**config.mk**
```make
export PLATFORM = sky130hd
export DESIGN_NAME = lasrb_bank
export DESIGN_NICKNAME = d
export VERILOG_FILES = /design/src/lasrb_pkg.sv /design/src/lasrb_alarm_if.sv /design/src/lasrb_alarm_core.sv /design/src/lasrb_bank.sv
export SDC_FILE = /design/constraint.sdc
export NUM_CORES = 1
export LEC_CHECK = 0
export BUFFER_PORTS_ARGS = -buffer_cell sky130_fd_sc_hd__buf_4
export CORE_ASPECT_RATIO = 1.1
export CORE_MARGIN = 1
export CORE_UTILIZATION = 45
export CTS_CLUSTER_SIZE = 8
export DETAILED_ROUTE_END_ITERATION = 8
export PLACE_DENSITY = 0.74
export SYNTH_ARGS = -nofsm -noshare
export SYNTH_HDL_FRONTEND = slang
export SYNTH_SLANG_ARGS = --single-unit
```
**constraint.sdc**
```tcl
create_clock -name MCLK -period 5.1 [get_ports MCLK]
set_clock_uncertainty 0.05 [all_clocks]
set_input_delay 1.02 -clock MCLK [delete_from_list [all_inputs] [get_ports MCLK]]
set_output_delay 1.02 -clock MCLK [all_outputs]
set_load 0.02 [all_outputs]
```
**src/lasrb_pkg.sv**
```systemverilog
// Constants shared by the loop alarm and setpoint register bank
`default_nettype none
package lasrb_pkg;
   // Register indices as printed; byte address is four times the index
   localparam logic [7:0] IDX_L2_ALM_BEHAV  = 8'h4f;
   localparam logic [7:0] IDX_L2_ALM_ROUTE  = 8'h50;
   localparam logic [7:0] IDX_L2_HI_THRESH  = 8'h51;
   localparam logic [7:0] IDX_L2_LO_THRESH  = 8'h52;
   localparam logic [7:0] IDX_L2_DEADBAND   = 8'h53;
   localparam logic [7:0] IDX_L3_TARGET     = 8'h54;
   localparam logic [7:0] IDX_L3_MEASURED   = 8'h55;
   localparam logic [7:0] IDX_L3_DRIVE_PCT  = 8'h56;
   localparam logic [7:0] IDX_L3_TUNE_STATE = 8'h57;
   localparam logic [7:0] IDX_L3_CEILING    = 8'h58;
   localparam logic [7:0] IDX_L3_FLOOR      = 8'h59;
   // Own registers: interrupt status and mask
   localparam logic [7:0] IDX_IRQ_STATUS    = 8'h70;
   localparam logic [7:0] IDX_IRQ_MASK      = 8'h71;
   // Alarm behaviour bit positions
   localparam int BIT_LATCH   = 1;
   localparam int BIT_OPEN    = 2;
   localparam int BIT_AUDIBLE = 5;
   localparam int BIT_SHUT    = 6;
   // Limits and codes
   localparam logic [15:0] DEADBAND_MAX    = 16'h7fff;
   localparam logic [15:0] TUNE_OFF        = 16'h0000;
   localparam logic [15:0] TUNE_START      = 16'h0001;
   localparam logic [15:0] TUNE_ACTIVE     = 16'h0002;
   localparam logic [15:0] TUNE_STOP       = 16'h0004;
   localparam logic [15:0] RESET_VALUE     = 16'h0000;
   localparam int          NUM_EVENTS      = 15;
   // Interrupt status bits
   localparam int IRQ_ALARM_SET = 0;
   localparam int IRQ_ALARM_CLR = 1;
   localparam int IRQ_TUNE_REQ  = 2;
   localparam int IRQ_BITS      = 3;
   typedef enum logic [2:0] {
      LASRB_ST_OFF    = 3'b001,
      LASRB_ST_ACTIVE = 3'b010,
      LASRB_ST_LATCH  = 3'b100
   } lasrb_alarm_st_t;
endpackage
`default_nettype wire

```
**src/lasrb_alarm_if.sv**
```systemverilog
// Alarm evaluation signals passed between the bank and its alarm core
`default_nettype none
interface lasrb_alarm_if;
   logic [15:0] behaviour;
   logic        condition;
   logic        ack;
   logic        active;
   modport bank (output behaviour, output condition, output ack,
                 input active);
   modport core (input behaviour, input condition, input ack,
                 output active);
endinterface
`default_nettype wire

```
**src/lasrb_alarm_core.sv**
```systemverilog
// Loop 2 alarm state machine: self clearing or latching
`default_nettype none
module lasrb_alarm_core
   import lasrb_pkg::*;
(
   input  wire logic    clk,
   input  wire logic    rst,
   lasrb_alarm_if.core  alm
);
   import lasrb_pkg::*;

   lasrb_alarm_st_t state_q;

   // Latching follows behaviour bit 1; acknowledge only frees an ended alarm
   always_ff @(posedge clk) begin
      if (rst) begin
         state_q <= LASRB_ST_OFF;
      end else begin
         case (state_q)
            LASRB_ST_OFF: begin
               if (alm.condition) begin
                  state_q <= LASRB_ST_ACTIVE;
               end
            end
            LASRB_ST_ACTIVE: begin
               if (!alm.condition) begin
                  state_q <= alm.behaviour[BIT_LATCH] ? LASRB_ST_LATCH
                                                      : LASRB_ST_OFF;
               end
            end
            LASRB_ST_LATCH: begin
               if (alm.condition) begin
                  state_q <= LASRB_ST_ACTIVE;
               end else if (alm.ack || !alm.behaviour[BIT_LATCH]) begin
                  state_q <= LASRB_ST_OFF;
               end
            end
            default: state_q <= LASRB_ST_OFF;
         endcase
      end
   end

   assign alm.active = (state_q != LASRB_ST_OFF);
endmodule
`default_nettype wire

```
**src/lasrb_bank.sv**
```systemverilog
// AHB-Lite register bank for loop 2 alarms and loop 3 setpoints
//
// The AHB-Lite register port was chosen for this implementation.
`default_nettype none
module lasrb_bank
   import lasrb_pkg::*;
#(
   parameter int EVENTS = 15
)
(
   input  wire logic                MCLK,
   input  wire logic                SYS_RST,
   input  wire logic                HSEL,
   input  wire logic [31:0]         HADDR,
   input  wire logic [1:0]          HTRANS,
   input  wire logic                HWRITE,
   input  wire logic [2:0]          HSIZE,
   input  wire logic [31:0]         HWDATA,
   input  wire logic                HREADY,
   output logic [31:0]              HRDATA,
   output logic                     HREADYOUT,
   output logic                     HRESP,
   input  wire logic signed [15:0]  L2_PROCESS,
   input  wire logic signed [15:0]  L3_PROCESS,
   input  wire logic signed [15:0]  L3_DRIVE,
   input  wire logic                L3_TUNE_BUSY,
   input  wire logic                L3_TUNE_DONE,
   output logic                     L3_TUNE_START,
   output logic                     L3_TUNE_STOP,
   output logic signed [15:0]       L3_SETPOINT,
   output logic [14:0]              EVENT_OUT,
   output logic                     AUDIBLE_ALARM,
   output logic                     CHAMBER_SHUTDOWN,
   output logic                     ALARM_ACTIVE,
   output logic                     IRQ
);
   import lasrb_pkg::*;

   // Routing word carries exactly one bit per event output
   if (EVENTS != NUM_EVENTS) begin : g_bad_events
      $error("EVENTS must equal the fixed event output count");
   end

   // Registers
   logic [15:0]        behav_q;
   logic [14:0]        route_q;
   logic signed [15:0] hi_q;
   logic signed [15:0] lo_q;
   logic [15:0]        deadband_q;
   logic signed [15:0] target_q;
   logic signed [15:0] ceiling_q;
   logic signed [15:0] floor_q;
   logic [15:0]        tune_q;
   logic [IRQ_BITS-1:0] irq_stat_q;
   logic [IRQ_BITS-1:0] irq_mask_q;
   // Captured address phase, then alarm history and latched acknowledge
   logic               wr_pend_q;
   logic [7:0]         wr_idx_q;
   logic               alarm_d1_q;
   logic               ack_q;

   lasrb_alarm_if alm ();

   // Word index from a byte address; upper bits must be zero
   function automatic logic [7:0] word_index(input logic [31:0] a);
      return a[9:2];
   endfunction

   function automatic logic is_mapped(input logic [31:0] a);
      logic [7:0] i;
      i = a[9:2];
      return (a[31:10] == 22'h0) && (a[1:0] == 2'b00) &&
             ((i >= IDX_L2_ALM_BEHAV && i <= IDX_L3_FLOOR) ||
              i == IDX_IRQ_STATUS || i == IDX_IRQ_MASK);
   endfunction

   logic phase_ok;
   assign phase_ok = HSEL && HREADY && HTRANS[1];

   // Zero wait states, always OKAY
   assign HREADYOUT = 1'b1;
   assign HRESP     = 1'b0;

   // Write address phase capture; data lands one cycle later
   always_ff @(posedge MCLK) begin
      if (SYS_RST) begin
         wr_pend_q <= 1'b0;
         wr_idx_q  <= 8'h00;
      end else begin
         wr_pend_q <= phase_ok && HWRITE && is_mapped(HADDR);
         wr_idx_q  <= word_index(HADDR);
      end
   end

   logic wr_now;
   assign wr_now = wr_pend_q;

   // Host writable settings; reads of read-only words other than the interrupt status word have no side effect
   always_ff @(posedge MCLK) begin
      if (SYS_RST) begin
         behav_q    <= RESET_VALUE;
         route_q    <= 15'h0000;
         hi_q       <= RESET_VALUE;
         lo_q       <= RESET_VALUE;
         deadband_q <= RESET_VALUE;
         target_q   <= RESET_VALUE;
         ceiling_q  <= RESET_VALUE;
         floor_q    <= RESET_VALUE;
      end else if (wr_now) begin
         case (wr_idx_q)
            IDX_L2_ALM_BEHAV: behav_q <= HWDATA[15:0];
            IDX_L2_ALM_ROUTE: route_q <= HWDATA[14:0];
            IDX_L2_HI_THRESH: hi_q <= HWDATA[15:0];
            IDX_L2_LO_THRESH: lo_q <= HWDATA[15:0];
            IDX_L2_DEADBAND: begin
               // Sign bit dropped so the value stays non-negative
               deadband_q <= HWDATA[15:0] & DEADBAND_MAX;
            end
            IDX_L3_TARGET:  target_q  <= HWDATA[15:0];
            IDX_L3_CEILING: ceiling_q <= HWDATA[15:0];
            IDX_L3_FLOOR:   floor_q   <= HWDATA[15:0];
            default: ;
         endcase
      end
   end

   // Autotune word: host requests, hardware reports progress
   always_ff @(posedge MCLK) begin
      if (SYS_RST) begin
         tune_q <= TUNE_OFF;
      end else if (wr_now && wr_idx_q == IDX_L3_TUNE_STATE &&
                   (HWDATA[15:0] == TUNE_START ||
                    HWDATA[15:0] == TUNE_STOP ||
                    HWDATA[15:0] == TUNE_OFF)) begin
         tune_q <= HWDATA[15:0];
      end else if (L3_TUNE_BUSY) begin
         tune_q <= TUNE_ACTIVE;
      end else if (L3_TUNE_DONE) begin
         tune_q <= TUNE_OFF;
      end
   end

   // Request pulses to the tuner, one per host request
   always_ff @(posedge MCLK) begin
      if (SYS_RST) begin
         L3_TUNE_START <= 1'b0;
         L3_TUNE_STOP  <= 1'b0;
      end else begin
         L3_TUNE_START <= wr_now && wr_idx_q == IDX_L3_TUNE_STATE &&
                          HWDATA[15:0] == TUNE_START;
         L3_TUNE_STOP  <= wr_now && wr_idx_q == IDX_L3_TUNE_STATE &&
                          HWDATA[15:0] == TUNE_STOP;
      end
   end

   // Setpoint clamped into its limits before leaving the bank
   always_ff @(posedge MCLK) begin
      if (SYS_RST) begin
         L3_SETPOINT <= RESET_VALUE;
      end else if (target_q > ceiling_q) begin
         L3_SETPOINT <= ceiling_q;
      end else if (target_q < floor_q) begin
         L3_SETPOINT <= floor_q;
      end else begin
         L3_SETPOINT <= target_q;
      end
   end

   // Loop 2 process alarm with deadband on the way out
   logic signed [16:0] hi_rel;
   logic signed [16:0] lo_rel;
   logic               cond;
   always_comb begin
      hi_rel = 17'(hi_q) - 17'(signed'({1'b0, deadband_q}));
      lo_rel = 17'(lo_q) + 17'(signed'({1'b0, deadband_q}));
      if (alm.active) begin
         cond = (17'(L2_PROCESS) > hi_rel) || (17'(L2_PROCESS) < lo_rel);
      end else begin
         cond = (L2_PROCESS > hi_q) || (L2_PROCESS < lo_q);
      end
   end

   // Only the listed behaviour bits reach the core
   assign alm.behaviour = behav_q & ((16'h1 << BIT_LATCH) |
                          (16'h1 << BIT_OPEN) | (16'h1 << BIT_AUDIBLE) |
                          (16'h1 << BIT_SHUT));
   assign alm.condition = cond;
   assign alm.ack       = ack_q;

   lasrb_alarm_core u_core (
      .clk (MCLK),
      .rst (SYS_RST),
      .alm (alm.core)
   );

   // Alarm consequences, registered
   always_ff @(posedge MCLK) begin
      if (SYS_RST) begin
         EVENT_OUT        <= 15'h0000;
         AUDIBLE_ALARM    <= 1'b0;
         CHAMBER_SHUTDOWN <= 1'b0;
         ALARM_ACTIVE     <= 1'b0;
      end else begin
         ALARM_ACTIVE     <= alm.active;
         // Open on alarm drives routed outputs high when quiet
         EVENT_OUT <= route_q & {15{alm.active ^
                      alm.behaviour[BIT_OPEN]}};
         AUDIBLE_ALARM    <= alm.active &&
                             alm.behaviour[BIT_AUDIBLE];
         CHAMBER_SHUTDOWN <= alm.active &&
                             alm.behaviour[BIT_SHUT];
      end
   end

   // Read data: registered in address phase, valid in data phase
   logic        rd_read;
   logic [15:0] rd_word;
   always_comb begin
      rd_word = 16'h0000;
      case (word_index(HADDR))
         IDX_L2_ALM_BEHAV:  rd_word = behav_q;
         IDX_L2_ALM_ROUTE:  rd_word = {1'b0, route_q};
         IDX_L2_HI_THRESH:  rd_word = hi_q;
         IDX_L2_LO_THRESH:  rd_word = lo_q;
         IDX_L2_DEADBAND:   rd_word = deadband_q;
         IDX_L3_TARGET:     rd_word = target_q;
         IDX_L3_MEASURED:   rd_word = L3_PROCESS;
         IDX_L3_DRIVE_PCT:  rd_word = L3_DRIVE;
         IDX_L3_TUNE_STATE: rd_word = tune_q;
         IDX_L3_CEILING:    rd_word = ceiling_q;
         IDX_L3_FLOOR:      rd_word = floor_q;
         IDX_IRQ_STATUS:    rd_word = {13'h0, irq_stat_q};
         IDX_IRQ_MASK:      rd_word = {13'h0, irq_mask_q};
         default:           rd_word = 16'h0000;
      endcase
   end
   assign rd_read = phase_ok && !HWRITE && is_mapped(HADDR);

   always_ff @(posedge MCLK) begin
      if (SYS_RST) begin
         HRDATA <= 32'h0000_0000;
      end else if (rd_read) begin
         HRDATA <= {16'h0000, rd_word};
      end
   end

   // Reading the status word also acknowledges a latched alarm
   always_ff @(posedge MCLK) begin
      if (SYS_RST) begin
         ack_q <= 1'b0;
      end else begin
         ack_q <= rd_read && word_index(HADDR) == IDX_IRQ_STATUS;
      end
   end

   // Sticky events; a new event wins over the read clear
   logic [IRQ_BITS-1:0] irq_ev;
   assign irq_ev = {L3_TUNE_START, alarm_d1_q && !alm.active,
                    !alarm_d1_q && alm.active};
   always_ff @(posedge MCLK) begin
      if (SYS_RST) begin
         irq_stat_q <= '0;
         alarm_d1_q <= 1'b0;
      end else begin
         alarm_d1_q <= alm.active;
         if (rd_read && word_index(HADDR) == IDX_IRQ_STATUS) begin
            irq_stat_q <= irq_ev;
         end else begin
            irq_stat_q <= irq_stat_q | irq_ev;
         end
      end
   end

   always_ff @(posedge MCLK) begin
      if (SYS_RST) begin
         irq_mask_q <= '0;
      end else if (wr_now && wr_idx_q == IDX_IRQ_MASK) begin
         irq_mask_q <= HWDATA[IRQ_BITS-1:0];
      end
   end

   assign IRQ = |(irq_stat_q & irq_mask_q);
endmodule
`default_nettype wire

```
==> out/results.txt, run 1 <==
Slew Limit Fails: 0
Synth-to-Final Area Change: 16.9%
Worst reg2reg path depth: 17
RSZ-0062 raised after global routing: no
Nets: 1,875
Sw Share: 0.232
CTS root buf: clkbuf_16
Global route overflow: 0
Die height: 177 um
Num CTS Buffers: 30
Post-synth top flop: dfxtp_1
Data required, critical path: 5.50 ns
WHS Path Cells: 2
Worst-margin pin slew: 1.24 ns
Core ar.: 0.0272 mm^2
Final instance area: 0.0147 mm^2
#FFs+latches synth: 213
IO Pins: 195
Worst hold start: behav_q[10]
Worst Path Arrival: 4.61 ns
Count leader, synth: dfxtp_1
Worst min-delay path class: reg -> reg
Avg Inst Size Synth: 8.41 um^2
Worst-path fanout max: 6
Fin. Hold Viols: 0
Power per standard cell area: 252 mW/mm^2
# rows: 63
Die X: 161 um
Placed inst area: 0.0139 mm^2
WHS: 0.402 ns
Synth Instances: 1,497
Sequential share of power: 0.457
FF-to-FF End: u_core.state_q[2]
Setup crit end kind: flip-flop
Die ar.: 0.0287 mm^2
Endpoints failing setup: 0
Seq/Total Area, Yosys: 0.339
Cell Area, Synth: 0.0126 mm^2
Startpoint Class: flip-flop
Largest net degree at the start of global routing: 88
GRT Util Overall: 0.264
Clock sink count: 213
Post-synthesis adder-cell area fraction: 0.127
Xor and xnor area share after synthesis: 0.0188
Iteration-0 DRC Markers: 1,019
Clock-pin transition on the worst setup and hold timing paths: 0.05 ns
Drt first pass iters: 6
Total Wirelength: 38,300 um
Skew-Pair Late Insertion Delay: 0.54 ns
Top cells by area, synth: dfxtp_1 34%, ha_1 12%, mux2i_1 5.6%
First-pass GRT wire length: 59,600 um
Minimum clock period: 4.21 ns
Synth Area in Simple Gates: 0.199
DRC: 0
Worst relative slew slack: 0.170
H-tree lvl count: 1
Maximum clock rate: 0.238 GHz
Comb pwr share: 0.080
Reg2reg start: deadband_q[1]
Antenna Nets Post-Route: 0
Yosys warnings: 0
Max Cap Viol: 0
Total chip power: 3710 uW
Kind of critical path: reg -> reg
Via count of the first global-routing pass: 11.2k
Clk buf depth: 3
Buffers added on ports: 156
Largest family of logic cells by synthesized area: simple AND/OR/NAND/NOR gates
End of the worst hold path: behav_q[10]
Clock power share: 0.463
Ys async rst share: 0
Fin Setup TNS: 0 ns
Quantity of gates resized following cts: 0
Layout fillers: 2,532
DP HPWL: 28,700 um
WL per Instance: 19.3 um
R2R Setup Slk: 0.89 ns
Initial antenna violation count: 1
Switching pwr: 861 uW
Post-synthesis compound-gate area fraction: 0.189
Routability cong.: 0.929
Mux cell area share after synthesis: 0.0582
Hold buffers post-CTS: 0
Yosys top cell by area: dfxtp_1
Post-synth top area share: 0.339
Worst vdd ir: 258 uV
Int Power: 2850 uW
Vias per cell: 5.87
Initial core utilization: 0.463
Vias: 11.6k
CTS tree: built
Fraction of layout cells with a size suffix above 1: 0.152
Status: complete, no violations
Most frequent cells after synthesis: 213 x dfxtp_1, 188 x nand2_1, 133 x nor2_1
Post-CTS Setup Bufs: 0
Pleak: 0.00583 uW
Synth cell types: 77
Final worst-path cycle share: 0.826
Number of synthesized flops with an enable pin: 0
state kept, by name, summed over array words and instances, names as in the netlist, 16 cells and up:
| register | flops |
|---|---|
| HRDATA | 16 |
| L3_SETPOINT | 16 |
| behav_q | 16 |
| ceiling_q | 16 |
| floor_q | 16 |
| hi_q | 16 |
| lo_q | 16 |
| target_q | 16 |
| tune_q | 16 |
cell usage in the layout (no fill, tap or decap), types with 10 or more instances in the layout:
cell type,n
dfxtp_1,213
a311oi_1,14
inv_1,100
nor2b_1,18
ha_1,125
and2_1,31
buf_4,173
o21ai_0,25
clkbuf_16,31
nor2_1,133
a222oi_1,16
a21o_1,26
nand4_1,15
a221oi_1,22
nand2_1,188
nor3_1,18
a21oi_1,126
a22oi_1,41
nor4_1,10
nand3_1,34
conb_1,18
mux2i_1,71
xor2_1,18
a211oi_1,22
power groups by stage:
stage | Clock (uW) | Sequential (uW) | Combinational [uW]
after CTS | 1730 | 1700 | 294
after global placement | 0 | 1730 | 287
after floorplan | 0 | 1730 | 163
final | 1720 | 1700 | 296
after detailed placement | 0 | 1730 | 293
after global routing | 1810 | 1700 | 322
through the flow:
stage,utilization,setup slack [ns],cells
2_1_floorplan,-,1.47,1513
3_3_place_gp,0.513,1.08,1949
3_5_place_dp,0.513,0.993,1949
4_1_cts,0.541,0.975,1981
5_1_grt,0.541,0.530,1982
6_report,0.541,0.890,1982
cell type report:
class                      count  area [um^2]  share of cell area
sequential                   213         4260               0.290
timing repair buffer         174         1310              0.0890
clock inverter                 1         5.00            0.000340
antenna                        1         2.50            0.000170
multi-input combinational   1105         7540               0.512
inverter                     100          375              0.0255
clock buffer                  31          776              0.0527
tap                          357          447              0.0303
critical path, stage by stage (launching register included):
cell	delay (ns)
dfxtp_1	0.48
inv_1	0.08
ha_1	0.26
nor2b_1	0.15
o31a_1	0.29
o41ai_2	0.28
o21ai_1	0.19
o41ai_4	0.36
o2111ai_1	0.19
a21oi_1	0.21
xnor2_1	0.09
ha_1	0.30
nand3_1	0.16
nor3_1	0.30
a31oi_1	0.12
o21ai_0	0.15
o211ai_1	0.23
nor4_1	0.25
logic make-up after synthesis:
kind of cell / count (synthesis)
adders and majority gates: 127
AOI/OAI and AO/OA: 344
buffers and inverters: 195
DFF: 213
and+or+nand+nor: 517
other: 2
xor gates and xnor gates: 27
muxes: 72
routing by layer:
layer	share of wire	routed length (um)	vias to the layer above	GRT usage
li1	-	-	5527	-
met1	0.41	15800	5513	0.338
met2	0.47	17900	496	0.443
met3	0.073	2780	100	0.0276
met4	0.045	1730	0	0.129
met5	0	0	-	0
worst max path at each step:
stage | start | end | slack (ns) | cells past startpoint
4_1_cts | deadband_q[1] | u_core.state_q[1] | 0.97 | 16
3_3_place_gp | lo_q[0] | u_core.state_q[1] | 1.08 | 15
3_5_place_dp | deadband_q[1] | u_core.state_q[1] | 0.99 | 16
6_report | deadband_q[1] | u_core.state_q[2] | 0.89 | 17
5_1_grt | deadband_q[1] | u_core.state_q[2] | 0.53 | 17
2_1_floorplan | lo_q[0] | u_core.state_q[1] | 1.47 | 15
Note: power is estimated with default switching activity, not from simulation.
==> inputs of run 2 (changes only) <==
- PLACE_DENSITY: 0.74 -> 0.76
- clock period: 5.1 -> 3.5 ns (I/O delays scaled with it)
==> run 2 against run 1 <==
Effect of this change:
- the flow now finishes with violations (negative setup slack)
- worst hold slack lost 0.021 ns
- critical path type unchanged
- critical endpoint unchanged
- core utilization grew 2.7 points
- global-route usage grew 1.2 points
- design area grew 4.9%
- sequential share of layout area shrank 1.3 points
- sequential power grew 46%
- register-to-register slack lost 1.1 ns
- critical path depth grew 3
- largest cell class unchanged
- maximum frequency grew 12%
- combinational power grew 53%
- largest power group unchanged
==> out/results.txt, run 2 (synthesis results as in run 1) <==
Crit path max-delay cell type: fa_2
Iteration-0 DRC Markers: 999
CTS tree: built
Clk buf depth: 3
Crit path max-delay family: compound AO/OA/AOI/OAI gates
IO Pins: 195
Violated checks: negative setup slack
Data required, critical path: 3.83 ns
Power per standard cell area: 354 mW/mm^2
Vias: 11.9k
Kind of critical path: reg -> reg
RSZ-0062 raised after global routing: yes
Die X: 161 um
Final worst-path cycle share: 1.07
Minimum clock period: 3.75 ns
Worst relative slew slack: 0.324
Die ar.: 0.0287 mm^2
Worst min-delay path class: in -> reg
Status: finished, violations left
Global route overflow: 0
Initial core utilization: 0.463
Endpoints failing setup: 3
Vias per cell: 5.82
Setup crit end kind: flip-flop
Initial antenna violation count: 1
Fraction of layout cells with a size suffix above 1: 0.205
Top cell by count, worst path: buf_4
Slew Limit Fails: 0
Worst Path Buf+Inv: 4
Core ar.: 0.0272 mm^2
First-pass GRT wire length: 62,400 um
Fin. Hold Viols: 0
Routability cong.: 0.957
H-tree lvl count: 1
GRT Util Overall: 0.276
Final instance area: 0.0154 mm^2
DP HPWL: 30,400 um
Buffers added on ports: 156
Die height: 177 um
DRC: 0
Clock sink count: 213
Maximum clock rate: 0.266 GHz
Max Cap Viol: 0
Worst-margin pin slew: 1.01 ns
Synth-to-Final Area Change: 22.7%
Num CTS Buffers: 30
Skew-Pair Late Insertion Delay: 0.54 ns
Layout fillers: 2,412
Worst Path Arrival: 4.08 ns
Final design utilization: 0.568
Pleak: 0.00622 uW
# rows: 63
Most frequent cells in the layout: 239 x buf_4, 209 x dfxtp_1, 188 x nand2_1, 133 x nor2_1
Worst-path fanout max: 4
Largest net degree at the start of global routing: 96
Nets: 1,942
CTS root buf: clkbuf_16
Total chip power: 5470 uW
Via count of the first global-routing pass: 11.6k
Startpoint Class: flip-flop
Antenna Nets Post-Route: 0
Critical Path, Cell by Cell: buf_6 > buf_4 > fa_2 > nor2b_1 > o21a_1 > o21ai_2 > a21oi_2 > buf_4 > a21oi_1 > xor2_1 > ha_1 > nand4_1 > or2_2 > nor2_1 > nor2_1 > a311oi_2 > o21ai_2 > o211ai_1 > buf_4 > nor4_4
Clock-pin transition on the worst setup and hold timing paths: 0.05 ns
Worst vdd ir: 354 uV
Drt first pass iters: 6
Crit path setup slack, layout: -0.253 ns
Commonest non-fill, non-tap cell in the layout: buf_4
Placed inst area: 0.0144 mm^2
WL per Instance: 19.6 um
Total Wirelength: 40,100 um
Fin Setup TNS: -0.687 ns
Worst path max stage delay: 0.34 ns
[run 2: cell count changes in the layout (fill, tap and decap cells not counted), sizes merged]
cell / previous run / this run
buf: 174 / 241
clkbuf: 31 / 33
clkinv: 1 / 0
diode: 1 / 2
[run 2: metal layers]
metal  vias to the layer above  track usage  part of all wire
met1                      5695        0.351              0.41
met3                        90       0.0325             0.069
met4                         0        0.118             0.037
li1                       5661            -                 -
met2                       487        0.472              0.48
met5                         -            0                 0
[run 2: through the flow]
step / worst slack (ns) / cells / hold slack [ns]
final: -0.253 / 2051 / 0.381
after global routing: -0.380 / 2050 / 0.388
after CTS: -0.215 / 2042 / 0.370
after detailed placement: -0.378 / 2006 / 0.394
after global placement: -0.227 / 2006 / 0.388
after floorplan: 0.0435 / 1513 / 0.374
[run 2: repair_timing]
action | in CTS | in global routing
hold buffers | 0 | 0
resized for setup | 23 | 20
endpoints found under the setup margin | 3 | 3
gates cloned | 0 | 0
setup buffers | 3 | 7
pin swaps | 21 | 20
[run 2: final cells by class]
type	count	area, um^2	share of cell area
repair buffers	241	1830	0.118
flip-flops and latches	213	4270	0.276
inverters	100	375	0.0243
clock buffers	33	793	0.0513
diodes	2	5.00	0.000324
multi-input cells	1105	7730	0.500
well taps	357	447	0.0289
[run 2: where the power goes]
part | switching, uW | internal, uW | leakage (uW) | total (uW)
registers | 25.6 | 2450 | 0.00172 | 2480
clock network | 989 | 1550 | 0.000390 | 2540
logic | 269 | 185 | 0.00410 | 454
[run 2: final timing paths]
path / from / end / slack, ns / cells after the start
setup reg to reg: deadband_q[1] / u_core.state_q[2] / -0.25 / 20
hold / removal: HADDR[8] / wr_idx_q[6] / 0.38 / 2
setup / recovery: deadband_q[1] / u_core.state_q[2] / -0.25 / 20
hold reg to reg: behav_q[9] / behav_q[9] / 0.40 / 2
==> inputs of run 3 (changes only) <==
- PLACE_DENSITY: 0.76 -> unset
- PLACE_DENSITY_LB_ADDON: unset -> 0.1
==> run 3 against run 2 <==
Effect of this change:
- clock power is essentially flat
- worst hold slack lost 0.0088 ns
- sequential share of layout area grew 0.11 points
- clock-buffer cell count shrank 2
- largest cell class unchanged
- the flow still finishes with violations (negative setup slack)
==> out/results.txt, run 3 (synthesis results as in run 1) <==
Synth-to-Final Area Change: 22.1%
Antenna Nets Post-Route: 0
Kind of critical path: reg -> reg
Startpoint Class: flip-flop
Status: finished, violations left
Die height: 177 um
Worst vdd ir: 338 uV
Minimum clock period: 3.70 ns
CTS root buf: clkbuf_16
Worst-margin pin slew: 0.946 ns
Total Wirelength: 40,000 um
Sequential share of power: 0.453
Switching pwr: 1300 uW
Endpoints failing setup: 3
Commonest non-fill, non-tap cell in the layout: buf_4
Layout fillers: 2,532
Initial antenna violation count: 0
Global route overflow: 0
Worst Path Arrival: 4.10 ns
Worst min-delay path class: in -> reg
Antenna diodes: 0
Die ar.: 0.0287 mm^2
Total chip power: 5460 uW
# rows: 63
Skew-Pair Late Insertion Delay: 0.55 ns
R2R Setup Slk: -0.20 ns
M2 GR Usage: 0.481
M1 GR Usage: 0.369
GRT Util Overall: 0.278
Final worst-path cycle share: 1.06
Slew Limit Fails: 0
Die X: 161 um
End of the worst hold path: wr_idx_q[6]
Core ar.: 0.0272 mm^2
Fin. Hold Viols: 0
Max Cap Viol: 0
Int Power: 4160 uW
Buffers added on ports: 156
Clock sink count: 213
Clk buf depth: 3
Pleak: 0.00619 uW
IO Pins: 195
Clock power share: 0.466
First-pass GRT wire length: 62,000 um
Fraction of layout cells with a size suffix above 1: 0.201
Final design utilization: 0.566
Vias: 11.6k
Violated checks: negative setup slack
Iteration-0 DRC Markers: 898
Crit path setup slack, layout: -0.202 ns
Initial core utilization: 0.463
Worst-path fanout max: 3
Largest net degree at the start of global routing: 93
Comb pwr share: 0.081
Vias per cell: 5.66
Drt first pass iters: 5
RSZ-0062 raised after global routing: yes
Met3 Use GR: 0.0220
Nets: 1,940
DRC: 0
Top Usage Layer GRT: met2
Fin Setup TNS: -0.430 ns
Setup crit end kind: flip-flop
DP HPWL: 30,700 um
Sw Share: 0.238
CTS tree: built
Power per standard cell area: 355 mW/mm^2
Routability cong.: 0.888
Via count of the first global-routing pass: 11.3k
Worst hold start: HADDR[8]
Maximum clock rate: 0.270 GHz
Reg2reg start: deadband_q[0]
WHS Path Cells: 2
FF-to-FF End: u_core.state_q[1]
Clock-pin transition on the worst setup and hold timing paths: 0.05 ns
H-tree lvl count: 1
Hold buffers post-CTS: 0
Worst relative slew slack: 0.365
Data required, critical path: 3.90 ns
Worst reg2reg path depth: 15
Most frequent cells in the layout: 237 x buf_4, 209 x dfxtp_1, 188 x nand2_1, 133 x nor2_1, 124 x a21oi_1
WL per Instance: 19.6 um
Num CTS Buffers: 30
==> run 3: how the worst max path moves through the flow <==
stage / startpoint / endpoint / slack, ns / cells after the start
after global routing: deadband_q[1] / u_core.state_q[1] / -0.39 / 15
after CTS: deadband_q[1] / u_core.state_q[1] / -0.35 / 16
after floorplan: lo_q[0] / u_core.state_q[1] / 0.04 / 15
after detailed placement: hi_q[0] / u_core.state_q[2] / -0.37 / 19
final: deadband_q[0] / u_core.state_q[1] / -0.20 / 15
after global placement: hi_q[0] / u_core.state_q[2] / -0.26 / 19
==> run 3: power groups by stage <==
stage	sequential (uW)	combinational [uW]	clock, uW
after detailed placement	2520	438	0
after global routing	2470	482	2670
final	2470	444	2540
after floorplan	2510	238	0
after global placement	2520	431	0
after CTS	2470	442	2570
==> run 3: per-layer routing <==
metal,up-vias,share of wire
met5,-,0
met4,0,0.022
met3,58,0.057
met2,356,0.48
met1,5508,0.44
li1,5668,-
==> run 3: final cells by class <==
class,instances,area [um^2],area share
clock buffer,31,776,0.0504
clock inverter,1,5.00,0.000325
inverter,100,375,0.0244
multi-input combinational,1105,7700,0.501
sequential,213,4270,0.278
tap,357,447,0.0290
timing repair buffer,239,1810,0.118
==> run 3: through the flow <==
| stage | setup slack, ns | hold slack, ns | area [um^2] | std cells |
|---|---|---|---|---|
| 2_1_floorplan | 0.0435 | 0.374 | 12700 | 1513 |
| 3_3_place_gp | -0.261 | 0.389 | 14400 | 2007 |
| 3_5_place_dp | -0.367 | 0.393 | 14400 | 2007 |
| 4_1_cts | -0.354 | 0.358 | 15300 | 2040 |
| 5_1_grt | -0.389 | 0.365 | 15400 | 2046 |
| 6_report | -0.202 | 0.372 | 15400 | 2046 |
==> run 3: timing repair <==
item / in CTS / in global routing
setup endpoints to repair: 3 / 3
resized for setup: 15 / 16
buffers inserted: 1 / 6
pin swaps: 16 / 22
==> run 3: critical path: stages (launching register included) <==
cell and delay, ns:
dfxtp_2 0.34, ha_2 0.19, buf_4 0.14, a211o_1 0.28, o211ai_1 0.13, nand2_1 0.12
a221oi_2 0.24, buf_4 0.15, a211oi_2 0.08, a211oi_2 0.29, a21oi_1 0.12, xnor2_1 0.14
ha_1 0.32, a2111o_1 0.42, o211ai_1 0.31, nor4bb_2 0.27
